$ cat src/rtl/tmr_pkg.sv
// package: register indexes, field layout, reset values and mode types of the timer
package tmr_pkg;
  // register indexes; byte address is four times the index
  localparam logic [9:0] TMR_IDX_CTRL_A = 10'h0b0;
  localparam logic [9:0] TMR_IDX_CTRL_B = 10'h0b1;
  localparam logic [9:0] TMR_IDX_COUNT = 10'h0b2;
  localparam logic [9:0] TMR_IDX_CMP_A = 10'h0b3;
  localparam logic [9:0] TMR_IDX_CMP_B = 10'h0b4;
  localparam logic [9:0] TMR_IDX_ASYNC = 10'h0b6;
  localparam logic [9:0] TMR_IDX_GTC = 10'h0b7;
  localparam logic [9:0] TMR_IDX_FLAG = 10'h0b8;
  // reset values
  localparam logic [7:0] TMR_RST_CTRL_A = 8'h00;
  localparam logic [7:0] TMR_RST_CTRL_B = 8'h00;
  localparam logic [7:0] TMR_RST_COUNT = 8'h00;
  localparam logic [7:0] TMR_RST_CMP = 8'h00;
  // control a fields
  localparam int TMR_COM_A_LSB = 6;
  localparam int TMR_COM_B_LSB = 4;
  localparam int TMR_WGM_LSB = 0;
  localparam logic [7:0] TMR_CTRL_A_MASK = 8'hf3;
  // control b fields
  localparam int TMR_WGM2_BIT = 3;
  localparam int TMR_CS_LSB = 0;
  // own control and status bits
  localparam int TMR_ASYNC_SEL_BIT = 3;
  localparam int TMR_PSR_BIT = 1;
  localparam int TMR_OVF_BIT = 0;
  // counter landmarks
  localparam logic [7:0] TMR_MAX = 8'hff;
  localparam logic [7:0] TMR_BOTTOM = 8'h00;
  // clock select codes
  localparam logic [2:0] TMR_CS_STOP = 3'h0;
  localparam logic [2:0] TMR_CS_DIV1 = 3'h1;
  localparam logic [2:0] TMR_CS_DIV8 = 3'h2;
  localparam logic [2:0] TMR_CS_DIV32 = 3'h3;
  localparam logic [2:0] TMR_CS_DIV64 = 3'h4;
  localparam logic [2:0] TMR_CS_DIV128 = 3'h5;
  localparam logic [2:0] TMR_CS_DIV256 = 3'h6;
  // compare output mode codes
  localparam logic [1:0] TMR_COM_OFF = 2'h0;
  localparam logic [1:0] TMR_COM_TOGGLE = 2'h1;
  localparam logic [1:0] TMR_COM_CLEAR = 2'h2;
  localparam logic [1:0] TMR_COM_SET = 2'h3;
  // waveform mode codes
  localparam logic [2:0] TMR_WGM_CLEAR = 3'h2;
  // counting behaviour decoded from the waveform mode
  typedef enum logic [2:0] {
    TMR_NORMAL,
    TMR_CLEAR_ON_MATCH,
    TMR_FAST,
    TMR_PHASE,
    TMR_HOLD
  } tmr_beh_t;
endpackage : tmr_pkg

$ cat src/rtl/tmr_link_if.sv
// interface: signals shared by the counter, the prescaler and the compare channels
interface tmr_link_if;
  import tmr_pkg::*;
  logic src_tick;
  logic psr;
  logic [2:0] cs;
  logic cnt_tick;
  logic [7:0] cnt;
  logic up;
  logic [7:0] top_val;
  tmr_beh_t beh;
  logic wgm2;
  logic blk;
  logic wrap;
  logic at_top;
  modport pre_mp (input src_tick, input psr, input cs, output cnt_tick);
  modport cnt_mp (output src_tick, output psr, output cs, input cnt_tick, output cnt, output up,
                  output top_val, output beh, output wgm2, output blk, output wrap, output at_top);
  modport wave_mp (input cnt_tick, input cnt, input up, input top_val, input beh, input wgm2,
                   input blk, input wrap, input at_top);
endinterface : tmr_link_if

$ cat src/rtl/tmr_prescaler.sv
// prescaler: divides the source clock and selects the count enable
module tmr_prescaler import tmr_pkg::*; #(
  parameter int unsigned PRE_W = 10
) (
  // clock and reset
  input wire logic clk_in,
  input wire logic rst_n_in,
  // link to the counter
  tmr_link_if.pre_mp lnk
);
  logic [PRE_W-1:0] pre_q;

  always_ff @(posedge clk_in or negedge rst_n_in) begin
    if (!rst_n_in) begin
      pre_q <= '0;
    end else if (lnk.psr) begin
      pre_q <= '0; // RULE_05
    end else if (lnk.src_tick) begin
      pre_q <= pre_q + 1'b1;
    end
  end

  // tap selection: divider ends when the low bits are all ones
  always_comb begin
    if (lnk.cs == TMR_CS_STOP) begin
      lnk.cnt_tick = 1'b0; // RULE_04
    end else if (lnk.cs == TMR_CS_DIV1) begin
      lnk.cnt_tick = lnk.src_tick; // RULE_03
    end else if (lnk.cs == TMR_CS_DIV8) begin
      lnk.cnt_tick = lnk.src_tick & (&pre_q[2:0]); // RULE_04
    end else if (lnk.cs == TMR_CS_DIV32) begin
      lnk.cnt_tick = lnk.src_tick & (&pre_q[4:0]);
    end else if (lnk.cs == TMR_CS_DIV64) begin
      lnk.cnt_tick = lnk.src_tick & (&pre_q[5:0]);
    end else if (lnk.cs == TMR_CS_DIV128) begin
      lnk.cnt_tick = lnk.src_tick & (&pre_q[6:0]);
    end else if (lnk.cs == TMR_CS_DIV256) begin
      lnk.cnt_tick = lnk.src_tick & (&pre_q[7:0]);
    end else begin
      lnk.cnt_tick = lnk.src_tick & (&pre_q[PRE_W-1:0]); // RULE_03
    end
  end
endmodule : tmr_prescaler

$ cat src/rtl/tmr_top.sv
// top: apb registers, clock source, counter and pin control of the timer
// Function
// RULE_01: io clock default, oscillator when async selected
// RULE_02: async select detaches both oscillator pins
// RULE_03: stop, undivided, or divide 8..1024
// RULE_04: clock select codes decode in ascending order
// RULE_05: prescaler reset bit restarts division phase
// RULE_06: nonzero compare mode takes over pin
// RULE_07: channel a non-pwm: off, toggle, clear, set
// RULE_08: channel a fast pwm: clear/set, toggle with bit2
// RULE_09: fast pwm compare at top acts at bottom
// RULE_10: channel a phase pwm: up/down opposite actions
// RULE_11: channel b non-pwm same encoding as a
// RULE_12: channel b fast pwm clear/set, 01 reserved
// RULE_13: channel b phase pwm, 01 reserved
// RULE_14: phase pwm compare at top acts at top
// RULE_15: control a bits 3,2 read zero
// RULE_16: two low mode bits plus third bit
// RULE_17: mode table sets sequence and top source
// RULE_18: four behaviours, max is 0xff
// RULE_19: compare update point and overflow point per mode
// RULE_20: phase pwm overflow at bottom reversal
//
// The APB register port was decided locally.
module tmr_top import tmr_pkg::*; #(
  parameter int unsigned PRE_W = 10
) (
  // clock and reset
  input wire logic clk_in,
  input wire logic rst_n_in,
  // apb slave
  input wire logic [11:0] paddr_in,
  input wire logic psel_in,
  input wire logic penable_in,
  input wire logic pwrite_in,
  input wire logic [31:0] pwdata_in,
  input wire logic [3:0] pstrb_in,
  output logic [31:0] prdata_out,
  output logic pready_out,
  output logic pslverr_out,
  // oscillator pins
  input wire logic osc_in_pin_in,
  output logic osc_detach_out,
  // compare outputs
  output logic compare_out_a_out,
  output logic compare_out_a_en_out,
  output logic compare_out_b_out,
  output logic compare_out_b_en_out
);
  tmr_link_if lnk ();

  logic rst_s1_q;
  logic rst_n_q;
  logic osc_s1_q;
  logic osc_s2_q;
  logic osc_s3_q;
  logic [7:0] ctrl_a_q;
  logic wgm2_q;
  logic [2:0] cs_q;
  logic [7:0] cnt_q;
  logic up_q;
  logic [7:0] cmp_a_buf_q;
  logic [7:0] cmp_b_buf_q;
  logic [7:0] cmp_a_q;
  logic [7:0] cmp_b_q;
  logic async_clock_select_q;
  logic psr_q;
  logic ovf_q;
  logic blk_q;
  logic pready_q;
  logic pslverr_q;
  logic [31:0] prdata_q;
  logic en_a_q;
  logic en_b_q;
  logic wave_a;
  logic wave_b;
  logic [2:0] wgm;
  tmr_beh_t beh;
  logic [7:0] top_val;
  logic tick;
  logic wrap;
  logic at_top;
  logic at_bot;
  logic ovf_set;
  logic acc;
  logic done;
  logic wr;
  logic hit;
  logic [7:0] rd_byte;
  logic [9:0] idx;
  logic [7:0] wb;

  // reset release through two flip-flops
  always_ff @(posedge clk_in or negedge rst_n_in) begin
    if (!rst_n_in) begin
      rst_s1_q <= 1'b0;
      rst_n_q <= 1'b0;
    end else begin
      rst_s1_q <= 1'b1;
      rst_n_q <= rst_s1_q;
    end
  end

  // oscillator pin synchroniser and edge detect
  always_ff @(posedge clk_in or negedge rst_n_q) begin
    if (!rst_n_q) begin
      osc_s1_q <= 1'b0;
      osc_s2_q <= 1'b0;
      osc_s3_q <= 1'b0;
    end else begin
      osc_s1_q <= osc_in_pin_in;
      osc_s2_q <= osc_s1_q;
      osc_s3_q <= osc_s2_q;
    end
  end

  // source clock: io clock every cycle, or oscillator rising edge
  assign lnk.src_tick = async_clock_select_q ? (osc_s2_q & ~osc_s3_q) : 1'b1; // RULE_01
  assign lnk.psr = psr_q;
  assign lnk.cs = cs_q;
  assign tick = lnk.cnt_tick;

  tmr_prescaler #(
    .PRE_W(PRE_W)
  ) u_pre (
    .clk_in(clk_in),
    .rst_n_in(rst_n_q),
    .lnk(lnk.pre_mp)
  );

  // waveform mode decode
  assign wgm = {wgm2_q, ctrl_a_q[TMR_WGM_LSB+1:TMR_WGM_LSB]}; // RULE_16
  always_comb begin
    case (wgm)
      3'h0: beh = TMR_NORMAL; // RULE_17 RULE_18
      3'h1: beh = TMR_PHASE;
      3'h2: beh = TMR_CLEAR_ON_MATCH;
      3'h3: beh = TMR_FAST;
      3'h5: beh = TMR_PHASE;
      3'h7: beh = TMR_FAST;
      default: beh = TMR_HOLD;
    endcase
  end
  assign top_val = (wgm2_q || (wgm == TMR_WGM_CLEAR)) ? cmp_a_q : TMR_MAX; // RULE_17

  // counter landmark events
  assign wrap = tick && ((beh == TMR_FAST) || (beh == TMR_CLEAR_ON_MATCH)) && (cnt_q == top_val);
  assign at_top = tick && (beh == TMR_PHASE) && up_q && (cnt_q == top_val);
  assign at_bot = tick && (beh == TMR_PHASE) && !up_q && (cnt_q == TMR_BOTTOM);

  always_comb begin
    if (beh == TMR_FAST) begin
      ovf_set = wrap; // RULE_19
    end else if (beh == TMR_PHASE) begin
      ovf_set = at_bot; // RULE_20
    end else if ((beh == TMR_NORMAL) || (beh == TMR_CLEAR_ON_MATCH)) begin
      ovf_set = tick && (cnt_q == TMR_MAX); // RULE_19
    end else begin
      ovf_set = 1'b0;
    end
  end

  assign lnk.cnt = cnt_q;
  assign lnk.up = up_q;
  assign lnk.top_val = top_val;
  assign lnk.beh = beh;
  assign lnk.wgm2 = wgm2_q;
  assign lnk.blk = blk_q;
  assign lnk.wrap = wrap;
  assign lnk.at_top = at_top;

  tmr_wave #(
    .CHAN_A(1'b1)
  ) u_wave_a (
    .clk_in(clk_in),
    .rst_n_in(rst_n_q),
    .lnk(lnk.wave_mp),
    .ocr_in(cmp_a_q),
    .com_in(ctrl_a_q[TMR_COM_A_LSB+1:TMR_COM_A_LSB]),
    .wave_out(wave_a)
  );

  tmr_wave #(
    .CHAN_A(1'b0)
  ) u_wave_b (
    .clk_in(clk_in),
    .rst_n_in(rst_n_q),
    .lnk(lnk.wave_mp),
    .ocr_in(cmp_b_q),
    .com_in(ctrl_a_q[TMR_COM_B_LSB+1:TMR_COM_B_LSB]),
    .wave_out(wave_b)
  );

  // apb access decode
  assign acc = psel_in && penable_in;
  assign done = acc && pready_q;
  assign wr = done && pwrite_in && pstrb_in[0];
  assign idx = paddr_in[11:2];
  assign wb = pwdata_in[7:0];

  always_comb begin
    hit = 1'b1;
    if (idx == TMR_IDX_CTRL_A) begin
      rd_byte = ctrl_a_q & TMR_CTRL_A_MASK; // RULE_15
    end else if (idx == TMR_IDX_CTRL_B) begin
      rd_byte = {4'h0, wgm2_q, cs_q};
    end else if (idx == TMR_IDX_COUNT) begin
      rd_byte = cnt_q;
    end else if (idx == TMR_IDX_CMP_A) begin
      rd_byte = cmp_a_buf_q;
    end else if (idx == TMR_IDX_CMP_B) begin
      rd_byte = cmp_b_buf_q;
    end else if (idx == TMR_IDX_ASYNC) begin
      rd_byte = {4'h0, async_clock_select_q, 3'h0};
    end else if (idx == TMR_IDX_GTC) begin
      rd_byte = 8'h00;
    end else if (idx == TMR_IDX_FLAG) begin
      rd_byte = {7'h00, ovf_q};
    end else begin
      rd_byte = 8'h00;
      hit = 1'b0;
    end
  end

  // apb answer: one wait cycle, then ready with data
  always_ff @(posedge clk_in or negedge rst_n_q) begin
    if (!rst_n_q) begin
      pready_q <= 1'b0;
      pslverr_q <= 1'b0;
      prdata_q <= 32'h0000_0000;
    end else begin
      pready_q <= acc && !pready_q;
      pslverr_q <= acc && !pready_q && !hit;
      prdata_q <= (acc && !pready_q && !pwrite_in) ? {24'h00_0000, rd_byte} : 32'h0000_0000;
    end
  end

  // control registers
  always_ff @(posedge clk_in or negedge rst_n_q) begin
    if (!rst_n_q) begin
      ctrl_a_q <= TMR_RST_CTRL_A;
      wgm2_q <= TMR_RST_CTRL_B[TMR_WGM2_BIT];
      cs_q <= TMR_RST_CTRL_B[TMR_CS_LSB+2:TMR_CS_LSB];
      async_clock_select_q <= 1'b0;
    end else if (wr) begin
      if (idx == TMR_IDX_CTRL_A) begin
        ctrl_a_q <= wb & TMR_CTRL_A_MASK; // RULE_15
      end else if (idx == TMR_IDX_CTRL_B) begin
        wgm2_q <= wb[TMR_WGM2_BIT]; // RULE_16
        cs_q <= wb[TMR_CS_LSB+2:TMR_CS_LSB]; // RULE_04
      end else if (idx == TMR_IDX_ASYNC) begin
        async_clock_select_q <= wb[TMR_ASYNC_SEL_BIT]; // RULE_01
      end
    end
  end

  // prescaler reset strobe
  always_ff @(posedge clk_in or negedge rst_n_q) begin
    if (!rst_n_q) begin
      psr_q <= 1'b0;
    end else begin
      psr_q <= wr && (idx == TMR_IDX_GTC) && wb[TMR_PSR_BIT]; // RULE_05
    end
  end

  // compare registers: buffer written by software, active copy used for matching
  always_ff @(posedge clk_in or negedge rst_n_q) begin
    if (!rst_n_q) begin
      cmp_a_buf_q <= TMR_RST_CMP;
      cmp_b_buf_q <= TMR_RST_CMP;
    end else if (wr) begin
      if (idx == TMR_IDX_CMP_A) begin
        cmp_a_buf_q <= wb;
      end else if (idx == TMR_IDX_CMP_B) begin
        cmp_b_buf_q <= wb;
      end
    end
  end

  always_ff @(posedge clk_in or negedge rst_n_q) begin
    if (!rst_n_q) begin
      cmp_a_q <= TMR_RST_CMP;
      cmp_b_q <= TMR_RST_CMP;
    end else if ((beh == TMR_FAST) || (beh == TMR_PHASE)) begin
      if ((beh == TMR_FAST) ? wrap : at_top) begin
        cmp_a_q <= cmp_a_buf_q; // RULE_19
        cmp_b_q <= cmp_b_buf_q;
      end
    end else begin
      cmp_a_q <= cmp_a_buf_q; // RULE_19
      cmp_b_q <= cmp_b_buf_q;
    end
  end

  // counter and direction; a software write wins over counting
  always_ff @(posedge clk_in or negedge rst_n_q) begin
    if (!rst_n_q) begin
      cnt_q <= TMR_RST_COUNT;
      up_q <= 1'b1;
    end else if (wr && (idx == TMR_IDX_COUNT)) begin
      cnt_q <= wb;
    end else if (tick) begin
      case (beh)
        TMR_NORMAL: begin
          cnt_q <= cnt_q + 8'h01; // RULE_18
          up_q <= 1'b1;
        end
        TMR_CLEAR_ON_MATCH, TMR_FAST: begin
          cnt_q <= wrap ? TMR_BOTTOM : cnt_q + 8'h01; // RULE_17
          up_q <= 1'b1;
        end
        TMR_PHASE: begin
          if (at_top) begin
            up_q <= 1'b0;
            cnt_q <= cnt_q - 8'h01;
          end else if (at_bot) begin
            up_q <= 1'b1;
            cnt_q <= cnt_q + 8'h01;
          end else begin
            cnt_q <= up_q ? cnt_q + 8'h01 : cnt_q - 8'h01;
          end
        end
        default: begin
          cnt_q <= cnt_q;
        end
      endcase
    end
  end

  // count write blocks the compare match on the following timer clock
  always_ff @(posedge clk_in or negedge rst_n_q) begin
    if (!rst_n_q) begin
      blk_q <= 1'b0;
    end else if (wr && (idx == TMR_IDX_COUNT)) begin
      blk_q <= 1'b1;
    end else if (tick) begin
      blk_q <= 1'b0;
    end
  end

  // overflow flag: write one to clear, a set in the same cycle wins
  always_ff @(posedge clk_in or negedge rst_n_q) begin
    if (!rst_n_q) begin
      ovf_q <= 1'b0;
    end else if (ovf_set) begin
      ovf_q <= 1'b1; // RULE_19 RULE_20
    end else if (wr && (idx == TMR_IDX_FLAG) && wb[TMR_OVF_BIT]) begin
      ovf_q <= 1'b0;
    end
  end

  // pin override enables
  always_ff @(posedge clk_in or negedge rst_n_q) begin
    if (!rst_n_q) begin
      en_a_q <= 1'b0;
      en_b_q <= 1'b0;
    end else begin
      en_a_q <= ctrl_a_q[TMR_COM_A_LSB+1:TMR_COM_A_LSB] != TMR_COM_OFF; // RULE_06
      en_b_q <= ctrl_a_q[TMR_COM_B_LSB+1:TMR_COM_B_LSB] != TMR_COM_OFF; // RULE_06
    end
  end

  assign prdata_out = prdata_q;
  assign pready_out = pready_q;
  assign pslverr_out = pslverr_q;
  assign osc_detach_out = async_clock_select_q; // RULE_02
  assign compare_out_a_out = wave_a;
  assign compare_out_a_en_out = en_a_q;
  assign compare_out_b_out = wave_b;
  assign compare_out_b_en_out = en_b_q;
endmodule : tmr_top

$ cat src/rtl/tmr_wave.sv
// compare channel: match detection and output waveform of one channel
module tmr_wave import tmr_pkg::*; #(
  parameter bit CHAN_A = 1'b1
) (
  // clock and reset
  input wire logic clk_in,
  input wire logic rst_n_in,
  // counter state
  tmr_link_if.wave_mp lnk,
  // channel configuration
  input wire logic [7:0] ocr_in,
  input wire logic [1:0] com_in,
  // waveform
  output logic wave_out
);
  logic pin_q;
  logic pin_d;
  logic match;
  logic spec;
  logic tog_ok;

  assign wave_out = pin_q;

  always_comb begin
    pin_d = pin_q;
    match = (lnk.cnt == ocr_in) && !lnk.blk;
    spec = com_in[1] && (ocr_in == lnk.top_val);
    tog_ok = lnk.wgm2 && CHAN_A;
    if (lnk.cnt_tick) begin
      case (lnk.beh)
        TMR_NORMAL, TMR_CLEAR_ON_MATCH: begin
          if (match) begin
            if (com_in == TMR_COM_TOGGLE) begin
              pin_d = ~pin_q; // RULE_07 RULE_11
            end else if (com_in == TMR_COM_CLEAR) begin
              pin_d = 1'b0;
            end else if (com_in == TMR_COM_SET) begin
              pin_d = 1'b1;
            end
          end
        end
        TMR_FAST: begin
          if (com_in == TMR_COM_TOGGLE) begin
            if (tog_ok && match) begin
              pin_d = ~pin_q; // RULE_08
            end
          end else if (com_in[1]) begin
            if (lnk.wrap) begin
              pin_d = ~com_in[0]; // RULE_08 RULE_12 RULE_09
            end else if (match && !spec) begin
              pin_d = com_in[0];
            end
          end
        end
        TMR_PHASE: begin
          if (com_in == TMR_COM_TOGGLE) begin
            if (tog_ok && match) begin
              pin_d = ~pin_q; // RULE_10
            end
          end else if (com_in[1]) begin
            if (spec) begin
              if (lnk.at_top) begin
                pin_d = com_in[0]; // RULE_14
              end
            end else if (match) begin
              pin_d = lnk.up ? com_in[0] : ~com_in[0]; // RULE_10 RULE_13
            end
          end
        end
        default: begin
          pin_d = pin_q;
        end
      endcase
    end
  end

  always_ff @(posedge clk_in or negedge rst_n_in) begin
    if (!rst_n_in) begin
      pin_q <= 1'b0;
    end else begin
      pin_q <= pin_d;
    end
  end
endmodule : tmr_wave
$ cat config.mk
export PLATFORM = sky130hd
export DESIGN_NAME = tmr_top
export DESIGN_NICKNAME = d
export VERILOG_FILES = /design/src/rtl/tmr_pkg.sv /design/src/rtl/tmr_link_if.sv /design/src/rtl/tmr_prescaler.sv /design/src/rtl/tmr_top.sv /design/src/rtl/tmr_wave.sv
export SDC_FILE = /design/constraint.sdc
export NUM_CORES = 1
export LEC_CHECK = 0
export ABC_AREA = 1
export BUFFER_PORTS_ARGS = -buffer_cell sky130_fd_sc_hd__buf_4
export CORE_MARGIN = 10
export CORE_UTILIZATION = 55
export DETAILED_ROUTE_END_ITERATION = 10
export GPL_ROUTABILITY_DRIVEN = 0
export HOLD_SLACK_MARGIN = 0.15
export PLACE_DENSITY = 0.79
export SYNTH_ARGS = -nofsm -noshare
export SYNTH_HDL_FRONTEND = slang
export SYNTH_SLANG_ARGS = --single-unit
$ cat constraint.sdc
create_clock -name clk_in -period 6.45 [get_ports clk_in]
set_clock_uncertainty 0.2 [all_clocks]
set_input_delay 0.9675 -clock clk_in [delete_from_list [all_inputs] [get_ports clk_in]]
set_output_delay 0.9675 -clock clk_in [all_outputs]
set_load 0.01 [all_outputs]
==> run summary, run 1 <==
### Setup path
• flop — Critical Path Sink Type
• 4 — Worst Path Buf+Inv
• 19 — largest fanout on the critical path
• 3310 ps — worst path arrival time
• simple AND/OR/NAND/NOR gates — dominant delay contributor by cell family on the critical path
• 6460 ps — critical path required time
• buf_4 > inv_1 > nor2_1 > nand3_1 > nor2_1 > nand2_1 > nor2_1 > nand2_1 > inv_1 > nor2_1 > inv_1 > nand4_1 > o221ai_1 — critical-path cell list
• 9 — Reg2Reg Depth
• primary input — crit start category
• primary input to flop — Worst Path Class, Setup
• ctrl_a_q[0] — startpoint of the most critical register-to-register path
• 490 ps — Worst path max stage delay
• nor2_1 — most frequent cell on the critical path
• 3210 ps — R2R Setup Slk
• cmp_b_q[5] — RR Endpoint
• nand2_1 — crit path max-delay cell type

### STA
• 28.9% — worst slew margin relative to its limit
• 0 — final-report setup violation count
• 0 — final-report max-slew violation count
• 0 ps — total negative slack
• 1070 ps — transition time of the tightest slew-check pin
• 3300 ps — final critical-path required period
• 153 ps — Final Hold Slack
• 0.303 GHz — highest achievable clock rate
• 0 — Final Hold Viols
• false — RSZ-0062 raised after global routing
• 51.2% — final worst-path cycle share

### Floorplanning
• 119 um — die height
• 35 — number of placement rows
• 14,100 um2 — full die area
• 119 um — horizontal die dimension
• 9370 um2 — placeable core region
• 57.2% — initial core utilization
• 93 — number of I/O pins

### Run
• 0 — number of max-capacitance violations reported

### Synthesis
• 766 — gate count after technology mapping
• dfrtp_1 (39%), nand2_1 (13%), nand3_1 (8.6%), inv_1 (7.0%), o21ai_0 (5.9%) — biggest area contributors in the synthesized netlist
• 31.2% — Synth Area in Simple Gates
• 6.99 um2 — synthesized area per cell
• 0 — synthesis warning total
• 38.8% — share of the synthesized area in the top cell type
• 0% — proportion of synthesized area in mux cells
• 2.29% — synthesized-area fraction occupied by xor and xnor cells
• simple AND/OR/NAND/NOR gates — main combinational cell family by area after synthesis
• 39.3% — register area share after synthesis
• 1.17% — arithmetic-cell share of the synthesized area counting full adders, half adders and majority gates
• 40 — distinct cell type count after synthesis
• 13.2% — area fraction in compound gates after synthesis
• 84 — number of synthesized register bits
• dfrtp_1 — cell taking the most area after synthesis
• 5360 um2 — total standard cell area after synthesis

### Min path
• flop to flop — path type of the worst min-delay path
• osc_s2_q — hold path endpoint
• 0 — number of instances on the worst hold path
• osc_s1_q — worst hold path startpoint

### Global route
• 0 — initial antenna violation count
• 83 — pin count of the biggest net entering global routing
• 5,125 — via count of the first global-routing pass
• 20.9% — Total Routing Usage GR
• 0 — overflow left after global routing
• 24,600 um — wire length of the first global-routing pass

### Layout
• 7.80% — signed area change from the synthesized netlist to the final layout
• 8.53% — fraction of final layout cells sized beyond drive strength 1
• 853 — layout net count
• 868 — fill count
• 5780 um2 — final instance area
• 0 — number of antenna cells inserted

### Clock network
• 0 — count of instances resized after the clock tree is built
• 360 ps — Clock Latency Late Sink
• 2 — Clock Path Buffers
• 84 — Clock Sinks
• 0 — Setup Buffers After CTS
• 9 — cts bufs inserted
• yes — clock tree from TritonCTS
• 3 — CTS H-tree depth
• clkbuf_8 — Clock Root Buffer
• 90 ps — Reg clk slew, reported paths
• 0 — Post-CTS Hold Fix Bufs

### Place
• 39 — number of port buffers
• 11,300 um — half-perimeter wire length after detailed placement
• 5610 um2 — area of placed instances

### Route
• 0 — remaining routing DRC violations
• 6 — 1st-pass router iterations
• 5,285 — total vias in the final route
• 0 — Antenna Nets Post-Route
• 14,900 um — wire length after detailed routing
• 16.1 um — average detailed-routed wire length per instance
• 5.71 — post-detailed-route via-to-cell ratio
• 582 — Starting DRT DRC Count

### Status
• completed — outcome

### Pwr
• 2.73 nW — static leakage
• 168 nW/um2 — power density of the placed cells
• 0.134 mV — Max IR drop VDD

## kinds of logic after synthesis
family,count (synthesis)
other,2
XOR/XNOR,14
AO/OA/AOI/OAI,127
AND/OR/NAND/NOR,384
adder cells (fa/ha/maj),5
flip-flops,84
buffers and inverters,150
## sequential cells by signal, indices dropped and copies added (netlist names), 3 cells and up
name / count
cmp_a_buf_q: 8
cmp_a_q: 8
cmp_b_buf_q: 8
cmp_b_q: 8
cnt_q: 8
cs_q: 3
ctrl_a_q: 6
prdata_out: 8
u_pre.pre_q: 10
## synth_stat cells
cell / instances
nand4_1: 15
nand3_2: 1
clkbuf_1: 13
dfstp_2: 1
or2_2: 2
o211ai_1: 9
nor2_4: 1
a221oi_1: 1
nor2_1: 64
nand2_4: 1
nor3_1: 8
o211a_1: 1
a31oi_1: 1
nor2_2: 1
xor2_1: 10
conb_1: 2
and3_1: 1
o21ai_0: 63
dfrtp_1: 83
nand2_2: 5
nand3_1: 92
a21oi_1: 28
ha_1: 5
o21bai_1: 1
clkinv_1: 3
buf_4: 25
a22oi_1: 1
o31ai_1: 1
inv_2: 2
buf_2: 4
o2111ai_1: 1
o221ai_1: 7
nand3b_1: 3
buf_6: 3
o21ai_1: 13
nor4_1: 4
xnor2_1: 4
inv_1: 100
and2_1: 1
nand2_1: 185
## how the worst max path moves through the flow
stage	start	to	slack, ps	depth (start not counted)
floorplan	rst_n_q	blk_q	3740	0
global placement	paddr_in[9]	cnt_q[0]	2990	13
detailed placement	paddr_in[9]	cnt_q[0]	2850	13
CTS	paddr_in[9]	cnt_q[0]	3220	13
global route	paddr_in[9]	cnt_q[0]	2890	13
finish	paddr_in[9]	cnt_q[0]	3150	13
## layout make-up
type                            count  area [um2]  share of cell area (%)
Clock buffer                       10         138                    2.38
Clock inverter                      4        26.3                   0.455
Inverter                          105         394                    6.82
Multi-Input combinational cell    555        2660                    46.0
Sequential cell                    84        2110                    36.5
Tap cell                          129         161                    2.79
Timing Repair Buffer               39         293                    5.07
## metrics by stage
step                cells  util [%]  setup WS, ps  power [mW]
floorplan             789         -          3740       0.622
global placement      912      59.9          2990       0.637
detailed placement    912      59.9          2850       0.642
CTS                   926      61.6          3220       0.977
global route          926      61.6          2890        1.01
finish                926      61.6          3150       0.970
## routing by layer
| layer | vias to the layer above | routed length, um | global-route usage (%) |
|---|---|---|---|
| li1 | 2513 | - | - |
| met1 | 2498 | 6090 | 25.7 |
| met2 | 240 | 7160 | 34.9 |
| met3 | 34 | 1320 | 4.90 |
| met4 | 0 | 312 | 7.25 |
| met5 | - | 0 | 0 |
## power by group
group	leakage, nW	internal (mW)	switching [mW]
sequential	1.12	0.544	0.0228
clock	0.0844	0.146	0.192
combinational	1.53	0.0255	0.0401
total	2.73	0.716	0.254
## cell usage in the layout (no fill, tap or decap), types with 8 or more instances in the layout
| cell | count |
|---|---|
| nand2_1 | 185 |
| buf_4 | 39 |
| nand4_1 | 15 |
| o21ai_0 | 63 |
| dfrtp_1 | 82 |
| a21oi_1 | 28 |
| nor2_1 | 64 |
| xor2_1 | 10 |
| clkbuf_8 | 10 |
| inv_1 | 100 |
| conb_1 | 25 |
| nand3_1 | 92 |
| o21ai_1 | 13 |
| o211ai_1 | 9 |
| nor3_1 | 8 |
## worst register-to-register path, stage by stage (launching register included)
cell     delay (ps)
dfrtp_1         590
inv_2           130
nor2_2          620
nand3_1         160
nor2_1          240
nand2_2         230
nand2_1         160
nand2_2         350
nor2_1          350
a21oi_1          70
No activity file was read; power rests on OpenSTA's default activity.
==> run 2: changes to the inputs <==
--- a/config.mk
+++ b/config.mk
@@ -8,11 +8,11 @@
 export ABC_AREA = 1
 export BUFFER_PORTS_ARGS = -buffer_cell sky130_fd_sc_hd__buf_4
 export CORE_MARGIN = 10
-export CORE_UTILIZATION = 55
+export CORE_UTILIZATION = 51
 export DETAILED_ROUTE_END_ITERATION = 10
 export GPL_ROUTABILITY_DRIVEN = 0
 export HOLD_SLACK_MARGIN = 0.15
-export PLACE_DENSITY = 0.79
+export PLACE_DENSITY = 0.77
 export SYNTH_ARGS = -nofsm -noshare
 export SYNTH_HDL_FRONTEND = slang
 export SYNTH_SLANG_ARGS = --single-unit
==> constraint.sdc (replaced) <==
create_clock -name clk_in -period 2.8 [get_ports clk_in]
set_clock_uncertainty 0.2 [all_clocks]
set_input_delay 0.42 -clock clk_in [delete_from_list [all_inputs] [get_ports clk_in]]
set_output_delay 0.42 -clock clk_in [all_outputs]
set_load 0.01 [all_outputs]
==> run 2 against run 1 <==
Compared with the run above:
- via count rose by 2.3%
- clock-buffer cell count fell by 1
- clock power grew to 2.5 times the previous value
- first-iteration DRC count increased by 1.7%
- total power grew 140%
- routed wire length is 4.2% higher
- core utilization is 2.5 points lower
- die area up 6.5%
- critical path type is now flop to flop
- largest cell class unchanged
==> run summary, run 2 (same netlist as run 1, synthesis figures left out) <==
### Status
• completed — outcome

### Floorplanning
• 10,300 um2 — placeable core region
• 93 — number of I/O pins
• 122 um — horizontal die dimension
• 37 — number of placement rows
• 122 um — die height
• 15,000 um2 — full die area
• 52.1% — initial core utilization

### Layout
• nand2_1 — most common library cell in the layout ignoring fill and taps
• nand2_1 (184), inv_1 (100), nand3_1 (92) — commonest cells after routing, fill and taps aside
• 6080 um2 — final instance area
• 948 — fill count
• 11.5% — fraction of final layout cells sized beyond drive strength 1
• 965 — non-filler cells in the finished layout
• 10 — flip-flop count of the largest register, all copies and words added
• 0 — number of antenna cells inserted
• 59.1% — final core utilization
• 883 — layout net count
• u_pre.pre_q — register bank with the most flops
• 13.5% — signed area change from the synthesized netlist to the final layout

### Clock network
• 2 — Clock Path Buffers
• 84 — Clock Sinks
• 380 ps — Clock Latency Late Sink
• 9 — cts bufs inserted
• 90 ps — Reg clk slew, reported paths
• yes — clock tree from TritonCTS
• clkbuf_8 — Clock Root Buffer
• 3 — CTS H-tree depth

### Route
• met4 — top layer reached by signal wires
• 7020 um — wire length on met2
• 1630 um — met3 wirelength from detailed routing
• 5.60 — post-detailed-route via-to-cell ratio
• 6380 um — Met1 Routed Length
• 5 — 1st-pass router iterations
• 16.1 um — average detailed-routed wire length per instance
• 5,405 — total vias in the final route
• 0 — Antenna Nets Post-Route
• 592 — Starting DRT DRC Count
• 0 — remaining routing DRC violations
• 15,500 um — wire length after detailed routing

### STA
• 152 ps — final worst setup slack
• 0 — Final Hold Viols
• 0 ps — total negative slack
• 0.378 GHz — highest achievable clock rate
• 94.6% — final worst-path cycle share
• 51.4% — worst slew margin relative to its limit
• 0 — final-report max-slew violation count
• 0 — final-report setup violation count
• 2650 ps — final critical-path required period
• 729 ps — transition time of the tightest slew-check pin

### Global route
• 20.9% — Total Routing Usage GR
• 0 — initial antenna violation count
• 25,000 um — wire length of the first global-routing pass
• 0 — overflow left after global routing
• 52 — pin count of the biggest net entering global routing
• 5,068 — via count of the first global-routing pass

### Pwr
• 1.66 mW — Power Internal
• 36.6% — relative contribution of the clock network to total power
• 2.87 nW — static leakage
• 0.283 mV — Max IR drop VDD
• 55.9% — Flop pwr share
• 7.4% — power share of the combinational group
• 382 nW/um2 — power density of the placed cells
• 28.7% — net switching fraction of the power
• 667 uW — net switching power

### Place
• 39 — number of port buffers
• 90.6 ps — post-place setup slack
• 5820 um2 — area of placed instances
• 942 — # placed instances
• 11,800 um — half-perimeter wire length after detailed placement

### Setup path
• 2 — Worst Path Buf+Inv
• dfrtp_1 — crit path max-delay cell type
• flop — crit start category
• flop — Critical Path Sink Type
• ha_1 > nand3_1 > inv_1 > ha_1 > o21ai_0 > a31oi_2 > nand3_1 > nor2_1 > nand2_2 > nand2_1 > nand2_2 > buf_12 > nor2_1 > a21oi_1 — critical-path cell list
• 2900 ps — critical path required time
• simple AND/OR/NAND/NOR gates — dominant delay contributor by cell family on the critical path
• flop to flop — Worst Path Class, Setup
• 390 ps — Worst path max stage delay
• 2750 ps — worst path arrival time
• 32 — largest fanout on the critical path

### Run
• 0 — number of max-capacitance violations reported

### Min path
• flop to flop — path type of the worst min-delay path

==> run 2: stage by stage <==
step                      hold WS (ps)  power [mW]
after floorplan                  -75.6        1.43
after global placement            2.64        1.47
after detailed placement          3.77        1.49
after CTS                          153        2.33
after global routing               164        2.40
final                              159        2.32
==> run 2: repair_timing <==
| action | CTS | global route |
|---|---|---|
| hold buffers | 7 | 0 |
| setup endpoints to repair | 0 | 26 |
| resized for setup | 0 | 2 |
| hold endpoints to repair | 6 | 0 |
| buffers inserted | 0 | 0 |
==> run 2: power groups by stage <==
stage / Sequential, mW / Combinational (mW) / Clock [mW]
after floorplan: 1.32 / 0.117 / 0
after global placement: 1.32 / 0.154 / 0
after detailed placement: 1.32 / 0.164 / 0
after CTS: 1.30 / 0.172 / 0.854
after global routing: 1.31 / 0.195 / 0.896
final: 1.30 / 0.173 / 0.851
==> run 2: final timing paths <==
check,to,from,depth (start not counted),slack (ps)
worst max-delay path,cmp_b_q[1],u_pre.pre_q[0],14,150
worst min-delay path,osc_s2_q,osc_s1_q,0,160
worst max register to register,cmp_b_q[1],u_pre.pre_q[0],14,150
worst min register to register,osc_s2_q,osc_s1_q,0,160
max in group asynchronous,u_pre.pre_q[4],rst_n_q,1,1570
min in group asynchronous,rst_n_q,rst_n_in,2,190
==> run 2: routing by layer <==
| metal | vias up | track usage (%) |
|---|---|---|
| met3 | 42 | 5.42 |
| met4 | 0 | 8.17 |
| met5 | - | 0 |
| met2 | 303 | 32.5 |
| li1 | 2564 | - |
| met1 | 2496 | 27.3 |
==> run 2: worst register-to-register path, delay by kind of cell, from the launching register on <==
kind / cells / cell delay (ps)
buffers and inverters: 2 / 250
AO/OA/AOI/OAI: 3 / 540
adder cells (fa/ha/maj): 2 / 420
AND/OR/NAND/NOR: 7 / 800
flip-flops: 1 / 390
==> run 2: cell type report <==
type	instances	area, um2	area share [%]
Multi-Input combinational cell	555	2670	43.8
Clock inverter	7	57.6	0.947
Clock buffer	9	124	2.04
Inverter	105	394	6.48
Tap cell	136	170	2.80
Sequential cell	84	2110	34.7
Timing Repair Buffer	69	561	9.22
